<file path="config.mk">
export PLATFORM = sky130hd
export DESIGN_NAME = msbp_core
export DESIGN_NICKNAME = d
export VERILOG_FILES = /design/src/verilog/msbp_pkg.sv /design/src/verilog/msbp_fifo.sv /design/src/verilog/msbp_core.sv
export VERILOG_INCLUDE_DIRS = /design/src /design/src/verilog
export SDC_FILE = /design/constraint.sdc
export NUM_CORES = 1
export LEC_CHECK = 0
export ABC_AREA = 1
export BUFFER_PORTS_ARGS = -buffer_cell sky130_fd_sc_hd__buf_2
export CAP_MARGIN = 10
export CORE_MARGIN = 4
export CORE_UTILIZATION = 53
export DETAILED_ROUTE_END_ITERATION = 10
export HOLD_SLACK_MARGIN = 0.15
export PLACE_DENSITY = 0.7
export SKIP_LAST_GASP = 1
export SYNTH_ARGS = -nofsm -noshare
export SYNTH_HDL_FRONTEND = slang
export SYNTH_SLANG_ARGS = --single-unit
</file>
<file path="constraint.sdc">
create_clock -name clock_i -period 3.3 [get_ports clock_i]
set_input_delay 0.165 -clock clock_i [delete_from_list [all_inputs] [get_ports clock_i]]
set_output_delay 0.165 -clock clock_i [all_outputs]
set_load 0.05 [all_outputs]
</file>
<file path="src/verilog/msbp_map.svh">
// msbp_map.svh: timing counts, density levels and fifo size for the modulator bitstream port
// assumes a 125 MHz system clock; the master clock arrives as a sampled pin
`ifndef MSBP_MAP_SVH
`define MSBP_MAP_SVH
`define MSBP_CLK_PERIOD_PS     32'd8000
`define MSBP_MCLK_PERIOD_NS    32'd488
`define MSBP_BIT_PERIOD_NS     32'd1953
`define MSBP_PD_TIMEOUT_US     32'd40
`define MSBP_PD_TIMEOUT_CYC    ((`MSBP_PD_TIMEOUT_US * 32'd1000000) / `MSBP_CLK_PERIOD_PS)
`define MSBP_DIV_RATIO         2'd3
`define MSBP_DENS_FS_POS       8'd86
`define MSBP_DENS_FS_NEG       8'd14
`define MSBP_DENS_MID          8'd50
`define MSBP_DENS_SPAN         8'd100
`define MSBP_FIFO_DEPTH        4
`define MSBP_FIFO_WIDTH        1
`endif

</file>
<file path="src/verilog/msbp_pkg.sv">
// msbp_pkg.sv: types shared by the modulator bitstream port
// assumes msbp_map.svh supplies the numbers
package msbp_pkg;
  typedef enum logic [1:0] {
    MSBP_ST_DOWN  = 2'b00,
    MSBP_ST_RUN   = 2'b01,
    MSBP_ST_ALIGN = 2'b10
  } msbp_state_t;
endpackage

</file>
<file path="src/verilog/msbp_fifo.sv">
// msbp_fifo.sv: small flip-flop fifo with valid/ready on both sides
// assumes one clock, asynchronous active-low reset
`timescale 1ns/1ps
`default_nettype none
module msbp_fifo #(
  parameter int WIDTH = 1,
  parameter int DEPTH = 4
) (
  // clock and reset
  input  wire logic             clock_i,
  input  wire logic             rstn_i,
  // fill side
  input  wire logic [WIDTH-1:0] in_data_i,
  input  wire logic             in_valid_i,
  output logic                  in_ready_o,
  // drain side
  output logic [WIDTH-1:0]      out_data_o,
  output logic                  out_valid_o,
  input  wire logic             out_ready_i,
  // flush
  input  wire logic             flush_i
);
  localparam int AW = $clog2(DEPTH);
  logic [WIDTH-1:0] mem [DEPTH];
  logic [AW-1:0]    wr_ptr;
  logic [AW-1:0]    rd_ptr;
  logic [AW:0]      count;
  logic             push;
  logic             pop;

  assign push        = in_valid_i && in_ready_o;
  assign pop         = out_valid_o && out_ready_i;
  assign in_ready_o  = (count != (AW+1)'(DEPTH));
  assign out_valid_o = (count != '0);
  assign out_data_o  = mem[rd_ptr];

  ////////////////////////////////////////////////////////////////////////////
  genvar g;
  generate
    for (g = 0; g < DEPTH; g++) begin : g_entry
      always_ff @(posedge clock_i or negedge rstn_i) begin
        if (!rstn_i) begin
          mem[g] <= '0;
        end else if (push && wr_ptr == AW'(g)) begin
          mem[g] <= in_data_i;
        end
      end
    end
  endgenerate

  always_ff @(posedge clock_i or negedge rstn_i) begin
    if (!rstn_i) begin
      wr_ptr <= '0;
      rd_ptr <= '0;
      count  <= '0;
    end else if (flush_i) begin
      wr_ptr <= '0;
      rd_ptr <= '0;
      count  <= '0;
    end else begin
      if (push) begin
        wr_ptr <= AW'(wr_ptr + 1'b1);
      end
      if (pop) begin
        rd_ptr <= AW'(rd_ptr + 1'b1);
      end
      count <= (AW+1)'(count + {{AW{1'b0}}, push} - {{AW{1'b0}}, pop});
    end
  end
endmodule
`default_nettype wire

</file>
<file path="src/verilog/msbp_core.sv">
// msbp_core.sv: digital side of a delta-sigma modulator: master clock and
// sync capture, clock-stop power-down, one-bit oversampled output stream
// assumes master clock and sync arrive as pins from the filter, sampled here
// Functional notes
// - sync is sampled on the falling master-clock edge only.
// - the first rising master-clock edge after a captured sync is the instant t0.
// - a stopped master clock puts the device into power-down by itself.
// - power-down is reached about 40 us after the master clock stops.
// - output bits run at 512 kbit/s, about 1953 ns each.
// - the ones density of the output stays between 14 and 85 percent.
// - a sync rising edge moves the conversion state machine to MSBP_ST_ALIGN at t0.
// - ones density encodes amplitude: 50 percent mid, 85 top, 14 bottom.
// - the sampling rate is the master clock divided by 4.
`include "msbp_map.svh"
`timescale 1ns/1ps
`default_nettype none
module msbp_core
  import msbp_pkg::*;
(
  // clock and reset
  input  wire logic       clock_i,
  input  wire logic       rstn_i,
  // link pins from the filter
  input  wire logic       mclk_i,
  input  wire logic       msync_i,
  // converted amplitude, signed, -128 neg full scale .. 127 pos full scale
  input  wire logic [7:0] level_i,
  // link pins to the filter
  output logic            mdata_o,
  // status
  output logic            power_down_o,
  output logic            t0_o,
  output logic            sample_o
);
  localparam logic [23:0] PD_CYC = 24'(`MSBP_PD_TIMEOUT_CYC);

  ////////////////////////////////////////////////////////////////////////////
  // three-stage pin synchronisers, change taken when stages two and three agree
  logic [2:0] mclk_sync;
  logic [2:0] msync_sync;
  logic       mclk_lvl;
  logic       msync_lvl;
  logic       mclk_rise;
  logic       mclk_fall;

  always_ff @(posedge clock_i or negedge rstn_i) begin
    if (!rstn_i) begin
      mclk_sync  <= 3'h0;
      msync_sync <= 3'h0;
    end else begin
      mclk_sync  <= {mclk_sync[1:0], mclk_i};
      msync_sync <= {msync_sync[1:0], msync_i};
    end
  end

  always_ff @(posedge clock_i or negedge rstn_i) begin
    if (!rstn_i) begin
      mclk_lvl  <= 1'b0;
      msync_lvl <= 1'b0;
    end else begin
      if (mclk_sync[1] == mclk_sync[2]) begin
        mclk_lvl <= mclk_sync[2];
      end
      if (msync_sync[1] == msync_sync[2]) begin
        msync_lvl <= msync_sync[2];
      end
    end
  end

  assign mclk_rise = (mclk_sync[1] == mclk_sync[2]) && mclk_sync[2] && !mclk_lvl;
  assign mclk_fall = (mclk_sync[1] == mclk_sync[2]) && !mclk_sync[2] && mclk_lvl;

  ////////////////////////////////////////////////////////////////////////////
  // sync capture: looked at only on falling master-clock edges
  logic msync_prev;
  logic sync_pend;

  always_ff @(posedge clock_i or negedge rstn_i) begin
    if (!rstn_i) begin
      msync_prev <= 1'b0;
      sync_pend  <= 1'b0;
    end else if (mclk_fall) begin
      msync_prev <= msync_lvl;
      if (msync_lvl && !msync_prev) begin
        sync_pend <= 1'b1;
      end
    end else if (mclk_rise) begin
      sync_pend <= 1'b0;
    end
  end

  ////////////////////////////////////////////////////////////////////////////
  // clock-stop watchdog; counts system clocks since the last master-clock edge
  logic [23:0] idle_cnt;
  logic        stopped;

  always_ff @(posedge clock_i or negedge rstn_i) begin
    if (!rstn_i) begin
      idle_cnt <= 24'h000000;
    end else if (mclk_rise || mclk_fall) begin
      idle_cnt <= 24'h000000;
    end else if (idle_cnt != PD_CYC) begin
      idle_cnt <= 24'(idle_cnt + 24'h000001);
    end
  end

  assign stopped = (idle_cnt == PD_CYC);

  ////////////////////////////////////////////////////////////////////////////
  // conversion state machine
  msbp_state_t state;
  msbp_state_t next_state;

  always_comb begin
    next_state = state;
    case (state)
      MSBP_ST_DOWN: begin
        if (mclk_rise) begin
          next_state = MSBP_ST_RUN;
        end
      end
      MSBP_ST_RUN, MSBP_ST_ALIGN: begin
        if (stopped) begin
          next_state = MSBP_ST_DOWN;
        end else if (mclk_rise) begin
          next_state = sync_pend ? MSBP_ST_ALIGN : MSBP_ST_RUN;
        end
      end
      default: begin
        next_state = MSBP_ST_DOWN;
      end
    endcase
  end

  always_ff @(posedge clock_i or negedge rstn_i) begin
    if (!rstn_i) begin
      state <= MSBP_ST_DOWN;
    end else begin
      state <= next_state;
    end
  end

  ////////////////////////////////////////////////////////////////////////////
  // divide by four from t0; phase 0 is the first rising edge of each sample
  logic [1:0] phase;
  logic       run;
  logic       tick;

  assign run  = (state != MSBP_ST_DOWN) && !stopped;
  assign tick = run && mclk_rise;

  always_ff @(posedge clock_i or negedge rstn_i) begin
    if (!rstn_i) begin
      phase <= 2'h0;
    end else if (!run) begin
      phase <= 2'h0;
    end else if (mclk_rise) begin
      if (sync_pend) begin
        phase <= 2'h1;
      end else if (phase == `MSBP_DIV_RATIO) begin
        phase <= 2'h0;
      end else begin
        phase <= 2'(phase + 2'h1);
      end
    end
  end

  logic sample_now;
  assign sample_now = tick && (sync_pend || phase == 2'h0);

  ////////////////////////////////////////////////////////////////////////////
  // first-order density modulator; the level maps onto 14..85 percent ones
  // a first-order loop stands in for the real analog loop: it gives the same
  // mean density, not the noise shaping
  logic [7:0]  dens;
  logic [7:0]  acc;
  logic [8:0]  acc_sum;
  logic        bit_new;
  logic [15:0] scaled;

  assign scaled  = 16'($signed(level_i) * $signed(9'sd36));
  assign dens    = 8'(`MSBP_DENS_MID + 8'(16'($signed(scaled) >>> 7)));
  assign acc_sum = {1'b0, acc} + {1'b0, dens};
  assign bit_new = (acc_sum >= {1'b0, `MSBP_DENS_SPAN});

  always_ff @(posedge clock_i or negedge rstn_i) begin
    if (!rstn_i) begin
      acc <= 8'h00;
    end else if (!run || (tick && sync_pend)) begin
      acc <= 8'h00;
    end else if (sample_now) begin
      acc <= bit_new ? 8'(acc_sum - {1'b0, `MSBP_DENS_SPAN}) : acc_sum[7:0];
    end
  end

  ////////////////////////////////////////////////////////////////////////////
  // output bits queue through the fifo; the drain pops once per sample period
  logic out_bit;
  logic out_valid;
  logic in_ready;

  msbp_fifo #(
    .WIDTH (`MSBP_FIFO_WIDTH),
    .DEPTH (`MSBP_FIFO_DEPTH)
  ) u_fifo (
    .clock_i     (clock_i),
    .rstn_i      (rstn_i),
    .in_data_i   (bit_new),
    .in_valid_i  (sample_now),
    .in_ready_o  (in_ready),
    .out_data_o  (out_bit),
    .out_valid_o (out_valid),
    .out_ready_i (sample_now),
    .flush_i     (!run || (tick && sync_pend))
  );

  always_ff @(posedge clock_i or negedge rstn_i) begin
    if (!rstn_i) begin
      mdata_o <= 1'b0;
    end else if (!run) begin
      mdata_o <= 1'b0;
    end else if (sample_now) begin
      mdata_o <= out_valid ? out_bit : bit_new;
    end
  end

  ////////////////////////////////////////////////////////////////////////////
  // status outputs
  always_ff @(posedge clock_i or negedge rstn_i) begin
    if (!rstn_i) begin
      power_down_o <= 1'b1;
      t0_o         <= 1'b0;
      sample_o     <= 1'b0;
    end else begin
      power_down_o <= !run;
      t0_o         <= tick && sync_pend;
      sample_o     <= sample_now && in_ready;
    end
  end
endmodule
`default_nettype wire

</file>
# Yosys cells after proc, flatten, opt, wreduce, memory -nomap -nowiden
# Cells that the tools add are included.
word_totals:
  register_bits: 61
  input_bits: 12
  out_inout_bits: 4
  word_cells: 114
op_classes:
  addsub: 9
  n_mul: 1
  magnitude_cmp: 2
  eq_ne: 16
  muxes: 28
  n_bitwise: 1
  n_reduce_logical: 36
op_table:
  columns: ["operator", "count"]
  rows:
  - ["$mux 24", 2]
  - ["$add 24x1->24 const B", 1]
  - ["$eq 24x13->1 const B", 1]
  - ["$mux 2", 12]
  - ["$mux 8", 3]
  - ["$ne 24x13->1 const B", 1]
  - ["$logic_and 1x1->1", 15]
  - ["$mul 8x5->13 const B", 1]
  - ["$reduce_bool 2->1", 6]
  - ["$add 8x8->9", 1]
  - ["$ge 9x7->1 const B", 1]
  - ["$add 6x8->8 const A", 1]
  - ["$eq 2x2->1 const B", 4]
  - ["$mux 1", 8]
  - ["$sub 8x7->8 const B", 1]
  - ["$add 2x1->2 const B", 3]
  - ["$logic_not 2->1", 3]
  - ["$ne 3x3->1 const B", 2]
  - ["$logic_not 1->1", 5]
  - ["$eq 2x1->1 const B", 2]
  - ["$ne 2x1->1 const B", 2]
  - ["$ne 2x2->1 const B", 2]
  - ["$pmux 2 s2", 1]
  - ["$reduce_and 2->1", 2]
  - ["10 further kinds", 13]

# Depth between registers and ports, before layout
depth:
  word_depth: 9
  depth_mapped: 26
  ltp_nobuf: 26

# Modules after synthesis
# From an unflattened synthesis, not the netlist that was laid out.
unflattened:
  hier_cells: 541
  area_unflattened_um2: 4156.5
by_module_without_submodules:
  columns: ["mod", "n_inst", "cells_each", "area_per_inst_um2", "seq_area_each_um2"]
  rows:
  - ["msbp_core", 1, 461, 3474.6, 1252.5]
  - ["msbp_fifo", 1, 80, 681.9, 275.3]

# Worst setup path after synthesis
# OpenSTA, ideal clock, no wires.
synth_path:
  kind: "input-to-reg"
  startpoint: "input port level_i[1]"
  endpoint: "register acc[6]"
  setup_ps: 118
  arrival_time_ps: 3279
  required_ps: 3182
  path_slack_ps: -97
  stages: 26
  path_buffers: 1
  path_cell_list: "ha_1 > nand3_1 > inv_1 > fa_1 > nand3_1 > nand3_1 > nand2_1 > nand2_1 > a21oi_1 > xor2_1 > nand3_1 > xor2_1 > ha_1 > nand2_1 > inv_1 > a21oi_1 > nand2_1 > nand2_1 > nand2_2 > nor2_2 > nand2_2 > nand3_4 > buf_6 > nand3_2 > nand3_1 > nand2_1"
synth_via:
  elab_chain_cells: 7
  elab_cells_between_ends: 8
  cone_classes: "add/sub (3); mul (1); order compare (1); mux (3)"
synth_lines:
  columns: ["item", "line_no", "text"]
  rows:
  - ["start, declared", "msbp_core.sv:27", "input wire logic [7:0] level_i,"]
  - ["$mul 8x5->13 (*)", "msbp_core.sv:181", "assign scaled = 16'($signed(level_i) * $signed(9'sd36));"]
  - ["$add 6x8->8 (no line) (*)", null, null]
  - ["$add 8x8->9 (*)", "msbp_core.sv:183", "assign acc_sum = {1'b0, acc} + {1'b0, dens};"]
  - ["$sub 8x7->8 / $ge 9x7->1 (equally long branches)", "msbp_core.sv:192, msbp_core.sv:184", null]
  - ["$mux 8 (*)", "msbp_core.sv:192", "acc <= bit_new ? 8'(acc_sum - {1'b0, `MSBP_DENS_SPAN}) : acc_sum[7:0];"]
  - ["$mux 8 (*)", "msbp_core.sv:191", "end else if (sample_now) begin"]
  - ["$mux 8 (*)", "msbp_core.sv:189", "end else if (!run || (tick && sync_pend)) begin"]
  - ["end signal, assigned", "msbp_core.sv:192", null]
  - ["end, declared", "msbp_core.sv:176", "logic [7:0] acc;"]
# Every way passes the cells marked *; elsewhere a longest branch is shown, timed or not. The select of a mux whose other input is x is not followed.
# A chain may end at the register's enable or synchronous reset.

# Final worst setup path
layout_path:
  startpoint: "input port level_i[3]"
  endpoint: "register acc[5]"
# Same word-level chain as after synthesis.

==> metrics <==
Pwr Density 578 nW/um^2; most common cell after layout, fill and taps aside nand2_1; gp weighted congestion 0.868; DIE HEIGHT 95.1 um; synth warn 0; main flop type after synthesis dfrtp_1; asr flop ratio synth 100%; post-detailed-route count of antenna-violating nets 0; clock sinks 61; vias in the first global route 3,258; CTS tree built; H-Tree Depth 3; Worst Setup SP level_i[3]; global-route wire length before repair 14,300 um; row cnt 31; Remaining DRCs 0; GRT Util Overall 19.9%; Clock Path Buffers 2; Worst setup EP type register; clk slew on worst S/H paths 70 ps; DRT iter0 DRCs 179; synthesized area 4020 um^2; Area Growth Syn to Fin 20.9%; Placed Area 4500 um^2; Hold/Removal Path Class in -> async; initial antenna violation count 0; endpoints failing setup 0; Max Slew Vio Count 0; relative slew slack 63.8%; Die ar. 9040 um^2; fill count 598; outcome completed; root buf cell clkbuf_8; # diodes 0; Final Hold Fails 0; Yosys reg bits 61; Num CTS Buffers 9; vias 3,428; Peak supply drop 0.365 mV; post-route clock period utilization 95.7%; layout cells sized above 1 23.2%; P_leak 0.00251 uW; Place WS -320 ps; setup slack, reg-to-reg 630 ps; drt pass-1 iters 4; DPL Wire Length 6380 um; Layout Skew 12.6 ps; Startpoint Class input port; Post-synth EDFFs 0; Syn Area/Cell 7.93 um^2; WL per Instance 12.3 um; R2R cell count 15; I/O pin count 16; Crit Reg-Reg Startpoint idle_cnt[0]$_DFFE_PN0P_; starting density of the core 54.9%; largest net degree at the start of global routing 28; Die Wd 95.1 um; RSZ-0062 raised after global routing yes; CP max stage delay 360 ps; Req. time, crit path 3520 ps; fmax 317 MHz; max-cap violation count 0; final wirelength 8280 um; PortBufs 15; worst setup margin 143 ps; Cell variety after synth 42; CP most frequent cell nand2_1; clk_lat worst skew 330 ps; nets@finish 618; Placeable Area 7330 um^2; Cell Chain, Critical Path buf_2 -> ha_1 -> ha_4 -> nand2_1 -> o21ai_2 -> xnor2_1 -> inv_1 -> ha_1 -> nand2_1 -> nand2_1 -> xor2_1 -> ha_1 -> nand2_2 -> inv_1 -> nand2_1 -> nand3_1 -> nand2_1 -> nand2_2 -> inv_2 -> nand3_2 -> nand3_4 -> nand3_2 -> nand3_2 -> nand2_1; Synthesized Nets 557; crit path DAT 3380 ps; RR Endpoint u_fifo.count[2]$_DFF_PN0_; Mapped Cells 507; crit path max fanout 7; Via density 5.10; worst slew pin tran 544 ps; most frequent cells in the layout nand2_1, inv_1, dfrtp_1; setup TNS 0 ps; post-route design area 4860 um^2; Setup CP Type in -> reg; clock period minus worst slack 3160 ps; total grt overflow 0; sequential fraction of the synthesis area 38.0%; Crit-path slowest cell ha_1
==> synth_stat cells (2+ instances only) <==
library cell	count	area (um^2)
nand2_1	124	465
inv_1	70	263
dfrtp_1	60	1500
nor2_1	40	150
nand3_1	39	195
ha_1	35	438
a21oi_1	24	120
o21ai_0	17	85.1
nor3_1	11	55.1
xor2_1	11	96.3
nand4_1	10	62.6
nand2_2	9	56.3
xnor2_1	6	52.6
nor2_2	5	31.3
inv_2	4	15.0
fa_1	3	60.1
nand3_2	3	30.0
nor2_4	3	33.8
nor3_2	3	30.0
o22ai_1	3	18.8
a211oi_1	2	15.0
clkbuf_1	2	7.51
nand3_4	2	35.0
nor3b_1	2	15.0
o21ai_1	2	10.0
==> through the flow <==
stage	hold slack, ps	std cells	power (uW)	utilization (%)
floorplan	-131	507	1720	-
global placement	116	650	2080	61.4
detailed placement	123	650	2120	61.4
CTS	292	669	2710	64.2
global route	326	672	3030	66.3
finish	288	672	2810	66.3
==> where the power goes <==
| part | internal, uW | switching [uW] | leakage [uW] |
|---|---|---|---|
| Clock | 310 | 279 | 0.0000921 |
| Combinational | 561 | 771 | 0.00161 |
| Sequential | 827 | 61.9 | 0.000803 |
==> cells by family (layout without fill, tap and decap cells) <==
family | count (synthesis) | count (layout) | synth area share [%]
AOI/OAI and AO/OA | 54 | 54 | 7.44
and+or+nand+nor | 257 | 258 | 30.4
buffers and inverters | 78 | 143 | 7.56
DFF | 61 | 61 | 38.0
adders and majority gates | 39 | 39 | 12.6
muxes | 1 | 1 | 0.249
xor gates and xnor gates | 17 | 17 | 3.70
==> registers in the layout (all words and copies together) (netlist names) <==
| signal | flops |
|---|---|
| msync_lvl | 1 |
| u_fifo.mem | 4 |
| u_fifo.rd_ptr | 2 |
| sync_pend | 1 |
| msync_sync | 3 |
| mclk_sync | 3 |
| msync_prev | 1 |
| acc | 8 |
| mclk_lvl | 1 |
| t0_o | 1 |
| state | 2 |
| phase | 2 |
| power_down_o | 1 |
| u_fifo.wr_ptr | 2 |
| sample_o | 1 |
| mdata_o | 1 |
| u_fifo.count | 3 |
| idle_cnt | 24 |
==> how the worst max path moves through the flow <==
stage	to	slack, ps
after CTS	acc[5]$_DFFE_PN0P_	30
after detailed placement	acc[5]$_DFFE_PN0P_	-320
after global placement	acc[5]$_DFFE_PN0P_	-250
after floorplan	acc[6]$_DFFE_PN0P_	6
final	acc[5]$_DFFE_PN0P_	140
after global routing	acc[5]$_DFFE_PN0P_	-50
==> layer usage <==
layer	vias to the layer above	track usage, %	wire, um
met5	-	0	0
met1	1610	25.9	3950
li1	1764	-	-
met2	45	33.9	4020
met4	0	5.41	92
met3	9	3.79	212
==> final cells by class <==
cell class / count / area [um^2] / area share (%)
multi-input combinational: 369 / 2370 / 48.8
sequential: 61 / 1530 / 31.4
timing repair buffer: 53 / 382 / 7.85
inverter: 74 / 278 / 5.71
clock buffer: 12 / 155 / 3.19
tap: 99 / 124 / 2.55
clock inverter: 4 / 22.5 / 0.463
==> critical path: cells and delay by family <==
kind / cells / cell delay, ps
xor+xnor: 2 / 280
fa+ha+maj: 4 / 1210
compound gates: 1 / 180
buf+inv: 4 / 290
simple gates: 13 / 1230
==> repair_timing <==
action | in CTS | in global routing
hold buffers | 3 | 0
resized for setup | 0 | 29
endpoints found under the setup margin | 0 | 11
setup buffers | 0 | 2
hold endpoints to repair | 18 | 0
Note: power is estimated with default switching activity, not from simulation.
